==> src/rfa_pkg.sv <==
// Package for the register field access bank: access kinds, map, reset values.
// Assumes one clock domain and a simple request/response command port.
package rfa_pkg;

  localparam int RFA_NREG = 8;
  localparam int RFA_DW = 32;
  localparam int RFA_IDXW = 3;

  // Field behaviour of a whole register
  typedef enum logic [7:0] {
    RFA_RW   = 8'h01,
    RFA_RO   = 8'h02,
    RFA_RC   = 8'h04,
    RFA_RWC  = 8'h08,
    RFA_RW1C = 8'h10,
    RFA_W1C  = 8'h20,
    RFA_RW1S = 8'h40,
    RFA_WO   = 8'h80
  } rfa_access_e;

  // Offsets relative to the module base address
  localparam logic [11:0] RFA_OFF_CTRL = 12'h000;
  localparam logic [11:0] RFA_OFF_STAT = 12'h004;
  localparam logic [11:0] RFA_OFF_RDCLR = 12'h008;
  localparam logic [11:0] RFA_OFF_WRCLR = 12'h00C;
  localparam logic [11:0] RFA_OFF_INTST = 12'h010;
  localparam logic [11:0] RFA_OFF_INTCL = 12'h014;
  localparam logic [11:0] RFA_OFF_SETEN = 12'h018;
  localparam logic [11:0] RFA_OFF_CMD = 12'h01C;
  localparam logic [11:0] RFA_OFF_LIMIT = 12'h020;
  localparam logic [11:0] RFA_WIN_MASK = 12'hFFF;

  // Bits 31:24 of every register are reserved
  localparam logic [31:0] RFA_RESV = 32'hFF00_0000;

  localparam rfa_access_e RFA_ACC [RFA_NREG] = '{
    RFA_RW, RFA_RO, RFA_RC, RFA_RWC, RFA_RW1C, RFA_W1C, RFA_RW1S, RFA_WO};

  // Nondeterministic fields are given zero
  localparam logic [31:0] RFA_RST [RFA_NREG] = '{
    32'h0000_0001, 32'h0000_0000, 32'h0000_0000, 32'h0000_0000,
    32'h0000_0000, 32'h0000_0000, 32'h0000_0000, 32'h0000_0000};

  typedef struct packed {
    logic valid;
    logic write;
    logic [31:0] addr;
    logic [31:0] wdata;
  } rfa_req_s;

  typedef struct packed {
    logic valid;
    logic hit;
    logic [31:0] rdata;
  } rfa_rsp_s;

  typedef logic [RFA_NREG-1:0][RFA_DW-1:0] rfa_bank_t;

endpackage

==> src/rfa_field_reg.sv <==
// One 32-bit register whose fields share one access kind.
// Assumes wr and rd are one-cycle strobes from the bank decoder.
`timescale 1ns/1ps
module rfa_field_reg #(
  parameter rfa_pkg::rfa_access_e ACC = rfa_pkg::RFA_RW,
  parameter logic [31:0] RST_VAL = 32'h0000_0000
) (
  // Clock and reset
  input wire logic sys_clk,
  input wire logic rst_b,
  // Software access strobes
  input wire logic wr,
  input wire logic rd,
  input wire logic [31:0] wdata,
  // Hardware side
  input wire logic [31:0] hw_set,
  input wire logic [31:0] hw_clr,
  input wire logic [31:0] hw_val,
  output logic [31:0] value
);
  import rfa_pkg::*;

  typedef struct packed {
    logic [31:0] value;
  } rfa_fld_s;

  rfa_fld_s st;
  rfa_fld_s next_st;
  logic [31:0] set_m;

  assign value = st.value;

  always_comb begin
    next_st = st;
    set_m = hw_set & ~RFA_RESV;
    unique case (ACC)
      RFA_RW: if (wr) next_st.value = wdata;
      RFA_RO: next_st.value = hw_val;
      RFA_RC: begin
        // Event in the read cycle survives the clear
        if (rd) next_st.value = 32'h0000_0000;
        next_st.value = next_st.value | set_m;
      end
      RFA_RWC: begin
        if (wr) next_st.value = 32'h0000_0000;
        next_st.value = next_st.value | set_m;
      end
      RFA_RW1C, RFA_W1C: begin
        if (wr) next_st.value = st.value & ~wdata;
        next_st.value = next_st.value | set_m;
      end
      RFA_RW1S: begin
        // Hardware clear first so a software set wins
        next_st.value = st.value & ~hw_clr;
        if (wr) next_st.value = next_st.value | wdata;
      end
      RFA_WO: if (wr) next_st.value = wdata;
    endcase
    next_st.value = next_st.value & ~RFA_RESV;
  end

  always_ff @(posedge sys_clk or negedge rst_b) begin
    if (!rst_b) begin
      st.value <= RST_VAL & ~RFA_RESV;
    end else begin
      st <= next_st;
    end
  end

  rw_write_a: assert property (@(posedge sys_clk) disable iff (!rst_b)
    (ACC == RFA_RW) && wr |=> value == ($past(wdata) & ~RFA_RESV))
    else $error("read/write field did not take written data");

  rc_clear_a: assert property (@(posedge sys_clk) disable iff (!rst_b)
    (ACC == RFA_RC) && rd && (hw_set == 32'h0000_0000) |=> value == 32'h0000_0000)
    else $error("clear-on-read field not cleared after read");

  rwc_clear_a: assert property (@(posedge sys_clk) disable iff (!rst_b)
    (ACC == RFA_RWC) && wr && (hw_set == 32'h0000_0000) |=> value == 32'h0000_0000)
    else $error("clear-on-write register not cleared by write");

  w1c_bits_a: assert property (@(posedge sys_clk) disable iff (!rst_b)
    (ACC == RFA_RW1C) && wr |=>
      value == ((($past(value) & ~$past(wdata)) | $past(hw_set)) & ~RFA_RESV))
    else $error("write-one-to-clear touched the wrong bits");

  w1c_keep_a: assert property (@(posedge sys_clk) disable iff (!rst_b)
    (ACC == RFA_W1C) && wr && (wdata == 32'h0000_0000) && (hw_set == 32'h0000_0000)
      |=> $stable(value))
    else $error("write of zeros changed a write-one-to-clear register");

  w1s_set_a: assert property (@(posedge sys_clk) disable iff (!rst_b)
    (ACC == RFA_RW1S) && wr |=>
      value == ((($past(value) & ~$past(hw_clr)) | $past(wdata)) & ~RFA_RESV))
    else $error("write-one-to-set result wrong");

  ro_track_a: assert property (@(posedge sys_clk) disable iff (!rst_b)
    (ACC == RFA_RO) && wr |=> value == ($past(hw_val) & ~RFA_RESV))
    else $error("read-only field followed software data");

  resv_zero_a: assert property (@(posedge sys_clk) disable iff (!rst_b)
    (value & RFA_RESV) == 32'h0000_0000)
    else $error("reserved bits not zero");

endmodule // rfa_field_reg

==> src/rfa_reg_bank.sv <==
// Register bank showing every field access kind behind one command port.
// Assumes requests are synchronous to sys_clk and addresses are byte addresses.
`timescale 1ns/1ps
module rfa_reg_bank #(
  parameter logic [31:0] BASE_ADDR = 32'h4000_0000
) (
  // Clock and reset
  input wire logic sys_clk,
  input wire logic rst_b,
  // Command port
  input wire rfa_pkg::rfa_req_s req,
  output rfa_pkg::rfa_rsp_s rsp,
  // Hardware side of the fields
  input wire rfa_pkg::rfa_bank_t hw_set,
  input wire rfa_pkg::rfa_bank_t hw_clr,
  input wire rfa_pkg::rfa_bank_t hw_val,
  output rfa_pkg::rfa_bank_t field_val
);
  import rfa_pkg::*;

  typedef struct packed {
    rfa_rsp_s rsp;
  } rfa_bank_s;

  rfa_bank_s st;
  rfa_bank_s next_st;
  logic [31:0] rel;
  logic hit;
  logic [RFA_IDXW-1:0] idx;
  logic [RFA_NREG-1:0] wr_sel;
  logic [RFA_NREG-1:0] rd_sel;
  logic [31:0] rd_mux;

  // Decode relative to the base; narrow window keeps the compare cheap
  always_comb begin
    rel = req.addr - BASE_ADDR;
    hit = req.valid && (rel[31:12] == 20'h00000) && (rel[1:0] == 2'h0)
      && (rel[11:0] < RFA_OFF_LIMIT);
    idx = rel[RFA_IDXW+1:2];
  end

  genvar g;
  generate
    for (g = 0; g < RFA_NREG; g++) begin : gen_reg
      assign wr_sel[g] = hit && req.write && (idx == RFA_IDXW'(g));
      assign rd_sel[g] = hit && !req.write && (idx == RFA_IDXW'(g));
      rfa_field_reg #(
        .ACC(RFA_ACC[g]),
        .RST_VAL(RFA_RST[g])
      ) u_reg (
        .sys_clk(sys_clk),
        .rst_b(rst_b),
        .wr(wr_sel[g]),
        .rd(rd_sel[g]),
        .wdata(req.wdata),
        .hw_set(hw_set[g]),
        .hw_clr(hw_clr[g]),
        .hw_val(hw_val[g]),
        .value(field_val[g])
      );
    end
  endgenerate

  // Write-only kinds return zero so stale contents never leak
  always_comb begin
    rd_mux = 32'h0000_0000;
    if ((RFA_ACC[idx] != RFA_WO) && (RFA_ACC[idx] != RFA_W1C)) begin
      rd_mux = field_val[idx];
    end
  end

  always_comb begin
    next_st = st;
    next_st.rsp.valid = req.valid;
    next_st.rsp.hit = hit;
    next_st.rsp.rdata = 32'h0000_0000;
    if (hit && !req.write) begin
      next_st.rsp.rdata = rd_mux & ~RFA_RESV;
    end
  end

  always_ff @(posedge sys_clk or negedge rst_b) begin
    if (!rst_b) begin
      st <= '0;
    end else begin
      st <= next_st;
    end
  end

  assign rsp = st.rsp;

  rc_return_a: assert property (@(posedge sys_clk) disable iff (!rst_b)
    req.valid && !req.write && (req.addr == BASE_ADDR + 32'(RFA_OFF_RDCLR))
      |=> rsp.valid && rsp.hit && (rsp.rdata == $past(field_val[2])))
    else $error("clear-on-read did not return the pre-clear value");

  wo_read_a: assert property (@(posedge sys_clk) disable iff (!rst_b)
    req.valid && !req.write && ((req.addr == BASE_ADDR + 32'(RFA_OFF_CMD))
      || (req.addr == BASE_ADDR + 32'(RFA_OFF_INTCL)))
      |=> rsp.hit && (rsp.rdata == 32'h0000_0000))
    else $error("write-only register leaked contents");

  unmapped_a: assert property (@(posedge sys_clk) disable iff (!rst_b)
    req.valid && ((req.addr - BASE_ADDR) >= 32'(RFA_OFF_LIMIT))
      |=> rsp.valid && !rsp.hit && (rsp.rdata == 32'h0000_0000))
    else $error("access outside the module window was decoded");

  rw_readback_a: assert property (@(posedge sys_clk) disable iff (!rst_b)
    req.valid && req.write && (req.addr == BASE_ADDR + 32'(RFA_OFF_CTRL))
      ##1 req.valid && !req.write && (req.addr == BASE_ADDR + 32'(RFA_OFF_CTRL))
      |=> rsp.rdata == ($past(req.wdata, 2) & ~RFA_RESV))
    else $error("read/write register did not read back the written value");

  answer_a: assert property (@(posedge sys_clk) disable iff (!rst_b)
    req.valid |=> rsp.valid)
    else $error("request without an answer");

  idle_quiet_a: assert property (@(posedge sys_clk) disable iff (!rst_b)
    !req.valid |=> !rsp.valid && !rsp.hit && (rsp.rdata == 32'h0000_0000))
    else $error("answer without a request");

  hit_decode_a: assert property (@(posedge sys_clk) disable iff (!rst_b)
    req.valid && (req.addr[1:0] == BASE_ADDR[1:0])
      && ((req.addr - BASE_ADDR) < 32'(RFA_OFF_LIMIT))
      |=> rsp.valid && rsp.hit)
    else $error("aligned access inside the window not decoded");

  // Misaligned addresses must not alias onto the register below them
  miss_still_a: assert property (@(posedge sys_clk) disable iff (!rst_b)
    req.valid && ((req.addr[1:0] != BASE_ADDR[1:0])
      || ((req.addr - BASE_ADDR) >= 32'(RFA_OFF_LIMIT)))
      |=> $stable(field_val[0]))
    else $error("unmapped access changed a register");

  rc_after_a: assert property (@(posedge sys_clk) disable iff (!rst_b)
    req.valid && !req.write && (req.addr == BASE_ADDR + 32'(RFA_OFF_RDCLR))
      |=> field_val[2] == ($past(hw_set[2]) & ~RFA_RESV))
    else $error("clear-on-read register kept its value after a read");

  rwc_any_a: assert property (@(posedge sys_clk) disable iff (!rst_b)
    req.valid && req.write && (req.addr == BASE_ADDR + 32'(RFA_OFF_WRCLR))
      |=> field_val[3] == ($past(hw_set[3]) & ~RFA_RESV))
    else $error("write to clear-on-write register left bits set");

  w1c_wo_a: assert property (@(posedge sys_clk) disable iff (!rst_b)
    req.valid && req.write && (req.addr == BASE_ADDR + 32'(RFA_OFF_INTCL))
      |=> field_val[5] == ((($past(field_val[5]) & ~$past(req.wdata)) | $past(hw_set[5]))
        & ~RFA_RESV))
    else $error("write-only clear register touched the wrong bits");

  w1s_keep_a: assert property (@(posedge sys_clk) disable iff (!rst_b)
    req.valid && req.write && (req.addr == BASE_ADDR + 32'(RFA_OFF_SETEN))
      && (hw_clr[6] == 32'h0000_0000)
      |=> (field_val[6] & $past(field_val[6])) == $past(field_val[6]))
    else $error("write-one-to-set register lost a set bit");

  wo_take_a: assert property (@(posedge sys_clk) disable iff (!rst_b)
    req.valid && req.write && (req.addr == BASE_ADDR + 32'(RFA_OFF_CMD))
      |=> field_val[7] == ($past(req.wdata) & ~RFA_RESV))
    else $error("write-only register did not take written data");

  ro_ignore_a: assert property (@(posedge sys_clk) disable iff (!rst_b)
    req.valid && req.write && (req.addr == BASE_ADDR + 32'(RFA_OFF_STAT))
      |=> field_val[1] == ($past(hw_val[1]) & ~RFA_RESV))
    else $error("read-only register followed software data");

endmodule // rfa_reg_bank

==> config.mk <==
export PLATFORM = sky130hd
export DESIGN_NAME = rfa_reg_bank
export DESIGN_NICKNAME = d
export VERILOG_FILES = /design/src/rfa_pkg.sv /design/src/rfa_field_reg.sv /design/src/rfa_reg_bank.sv
export SDC_FILE = /design/constraint.sdc
export NUM_CORES = 1
export LEC_CHECK = 0
export ABC_AREA = 1
export ABC_CLOCK_PERIOD_IN_PS = 1300
export CAP_MARGIN = 5
export CORE_AREA = 2 2 436 438
export DETAILED_ROUTE_END_ITERATION = 7
export DIE_AREA = 0 0 438 440
export DONT_BUFFER_PORTS = 1
export GPL_TIMING_DRIVEN = 0
export MAX_ROUTING_LAYER = met4
export PLACE_DENSITY = 0.3
export SETUP_SLACK_MARGIN = 0.4
export SLEW_MARGIN = 0
export SYNTH_ARGS = -nofsm -noshare
export SYNTH_HDL_FRONTEND = slang
export SYNTH_SLANG_ARGS = --single-unit
==> constraint.sdc <==
create_clock -name sys_clk -period 1.3 [get_ports sys_clk]
set_clock_uncertainty 0.2 [all_clocks]
set_input_delay 0.065 -clock sys_clk [delete_from_list [all_inputs] [get_ports sys_clk]]
set_output_delay 0.065 -clock sys_clk [all_outputs]
set_load 0.01 [all_outputs]
==> reports/results.ini <==
[logic_synthesis]
ys_ff_latch = 218
syn_area_mm2 = 0.01047
synth_cell_types = 29
synth_area_per_cell_um2 = 8.257
synth_cells = 1268
ys_warn_count = 0
synth_seq_area_share_pct = 52.12

[routing]
wl_per_cell_um = 18.99
dr.pass1.iters = 4
vias_per_cell = 2.330
drc_errors = 0
initialDrtViolationCount = 307
antenna_left = 0
vias = 9892
totalWireLength_mm = 80.62

[worst_setup_path]
start_kind = flip-flop
crit_path_cell_trace = clkinvlp_4 > a21oi_4 > o21ai_2 > nand2_2 > a2bb2oi_2 > nor2_1
worstPathRequired_ns = 1.63
crit_path_top_delay_cell = dfrtp_2
critPathArrivalTime_ns = 1.90
ff2ff_setup_slack_ns = -0.27
crit_type = reg -> reg
max_stage_delay_ns = 0.41
worstSetupEndpointType = flip-flop
cp_max_fo = 2

[timing]
finalCritPeriodShare_pct = 120.9
max_slew_margin_pct = 20.23
slew_viol_final = 0
min_period_ns = 1.571
hold_viol = 364
rsz0062_at_grt = yes
tns_ns = -6.104
tightest_slew_ns = 1.197
holdWs_ns = -1.039
setup_viol = 133
setup_ws_ns = -0.2712
fmax_mhz = 636.5

[finish]
fillCellCount = 21834
final_cell_area_mm2 = 0.02023
stdcell_count = 4245
num-nets-final = 2523
utilization_pct = 10.73
drive_above_1_share_pct = 36.59
syn_to_final_growth_pct = 93.18

[floorplan]
die_area_mm2 = 0.1927
die_width_um = 438
core_area_mm2 = 0.1886
dieHeight_um = 440
io_pins = 1126
start_util_pct = 5.552
placementRows = 160

[worst_hold_path]
min-delay-path-class = in -> async

[placement]
placed_cells = 3857
portBuffers = 0
pre_cts_ws_ns = -1.723
postPlaceCellArea_mm2 = 0.01416
finalWeightedCongestion = 0.6644
dp_hpwl_mm = 62.59

[clock_tree]
clkLatencyLatePin_ns = 0.62
cts_tree = built
cts.path.max_buffers = 3
clock-root-buffer = clkbuf_16
cts_hold_buf = 234
htreeDepth = 2
cts_made_buffers = 34
clk_pin_slew_worst_paths_ns = 0.05
clock_sinks = 218

[pwr]
cellLeakagePower_uw = 0.008363
p_per_area_mw_per_mm2 = 909.6
peakVddDrop_mv = 0.7002

[outcome]
outcome = finished with violations
violations = negative hold slack, negative setup slack

[grt]
grt_pass1_wl_mm = 100.5
grt-ovfl-total = 0
antenna_found_initial = 30
globalRouteTotalUtil_pct = 8.307
grt_max_degree = 219
grt_pass1_vias = 10112

[flow_run]
drv_cap = 0

-- routing by layer --
metal  vias up  routed length (µm)  GRT usage [%]
met3        84                4134          2.050
met5         -                   0              -
li1       4740                   -              -
met2       301               47590          16.56
met4         0                2722          2.836
met1      4767               26180          7.529
-- synthesized netlist by cell type --
| cell type | n | share of area, % |
|---|---|---|
| clkinv_1 | 1 | 0.036 |
| inv_2 | 3 | 0.11 |
| buf_4 | 77 | 5.5 |
| conb_1 | 1 | 0.036 |
| buf_2 | 21 | 1.0 |
| nand4_1 | 48 | 2.9 |
| nand4_2 | 2 | 0.24 |
| o21ai_0 | 73 | 3.5 |
| nor2_1 | 156 | 5.6 |
| o21bai_2 | 20 | 2.2 |
| nor3_2 | 2 | 0.19 |
| buf_8 | 3 | 0.43 |
| buf_1 | 6 | 0.22 |
| o21bai_1 | 4 | 0.29 |
| dfrtp_1 | 217 | 52 |
| clkbuf_1 | 24 | 0.86 |
| a21oi_1 | 25 | 1.2 |
| nor2_4 | 1 | 0.11 |
| nor2_8 | 1 | 0.19 |
| nor2_2 | 4 | 0.24 |
| buf_6 | 2 | 0.22 |
| nand2_2 | 1 | 0.060 |
| dfstp_2 | 1 | 0.25 |
| inv_1 | 160 | 5.7 |
| nand4_4 | 3 | 0.61 |
| nand2_1 | 337 | 12 |
| a2bb2oi_1 | 23 | 1.9 |
| or2_1 | 1 | 0.060 |
| nand3_1 | 51 | 2.4 |
-- power by group --
group          switching, µW  total, µW  internal [µW]
logic                   1190       2120            933
registers               55.8       6880           6830
clock network           3970       9390           5420
total                   5220      18400          13200
-- registers in the layout, summed over array words and instances, names as in the netlist --
signal	cells
rsp	26
gen.u_reg.value	192
-- through the flow --
| stage | hold WS (ns) | power [µW] |
|---|---|---|
| 2_1_floorplan | -0.4306 | 7724 |
| 3_3_place_gp | -0.4234 | 8191 |
| 3_5_place_dp | -0.4235 | 8208 |
| 4_1_cts | -1.127 | 19000 |
| 5_1_grt | -1.104 | 19380 |
| 6_report | -1.039 | 18400 |
-- final timing paths --
kind                                            start                          to  cells past startpoint
min in group sys_clk                          req[34]   gen_reg[0].u_reg.value[0]                      3
max in group asynchronous                       rst_b   gen_reg[2].u_reg.value[5]                      0
setup reg to reg           gen_reg[6].u_reg.value[22]                     rsp[22]                      6
hold / removal                                  rst_b  gen_reg[1].u_reg.value[19]                      0
setup / recovery           gen_reg[6].u_reg.value[22]                     rsp[22]                      6
hold reg to reg             gen_reg[0].u_reg.value[0]   gen_reg[0].u_reg.value[0]                      2
-- repair_timing --
| item | 4_1_cts | 5_1_grt |
|---|---|---|
| hold endpoints to repair | 416 | 373 |
| gates cloned | 8 | 5 |
| setup buffers | 38 | 21 |
| endpoints found under the setup margin | 410 | 412 |
| gates resized for setup | 357 | 202 |
| pin swaps | 84 | 78 |
-- cell families after synthesis --
group / after synthesis / share of synthesized area, %
other cells: 1 / 0.03582
flops: 218 / 52.12
buf+inv: 297 / 14.13
compound gates: 145 / 9.046
simple gates: 607 / 24.68
-- worst max-delay path: cells and delay by family, from the launching register on --
family          cells  cell delay [ns]
compound gates      3             0.41
simple gates        2             0.28
buf+inv             1             0.19
flops               1             0.41
-- cell usage in the layout (no fill, tap or decap), drive strengths merged --
master        instances
a21oi                25
a2bb2oi              23
buf                 184
clkbuf               78
clkinv                7
clkinvlp              7
conb                 72
dfrtp               217
dfstp                 1
diode                23
dlygate4sd3         228
dlymetal6s4s          4
inv                 161
nand2               338
nand3                51
nand4                53
nor2                162
nor3                  2
o21ai                73
o21bai               24
or2                   1
-- final cells by class --
type	count	area [µm²]	area share [%]
Antenna cell	23	57.56	0.2846
Clock inverter	11	115.1	0.5691
Timing Repair Buffer	312	3521	17.41
Sequential cell	218	5624	27.81
Buffer	133	1205	5.957
Tap cell	2511	3142	15.53
Inverter	164	679.4	3.359
Multi-Input combinational cell	824	4885	24.15
Clock buffer	49	997.2	4.930
(Power assumes the default switching activity.)
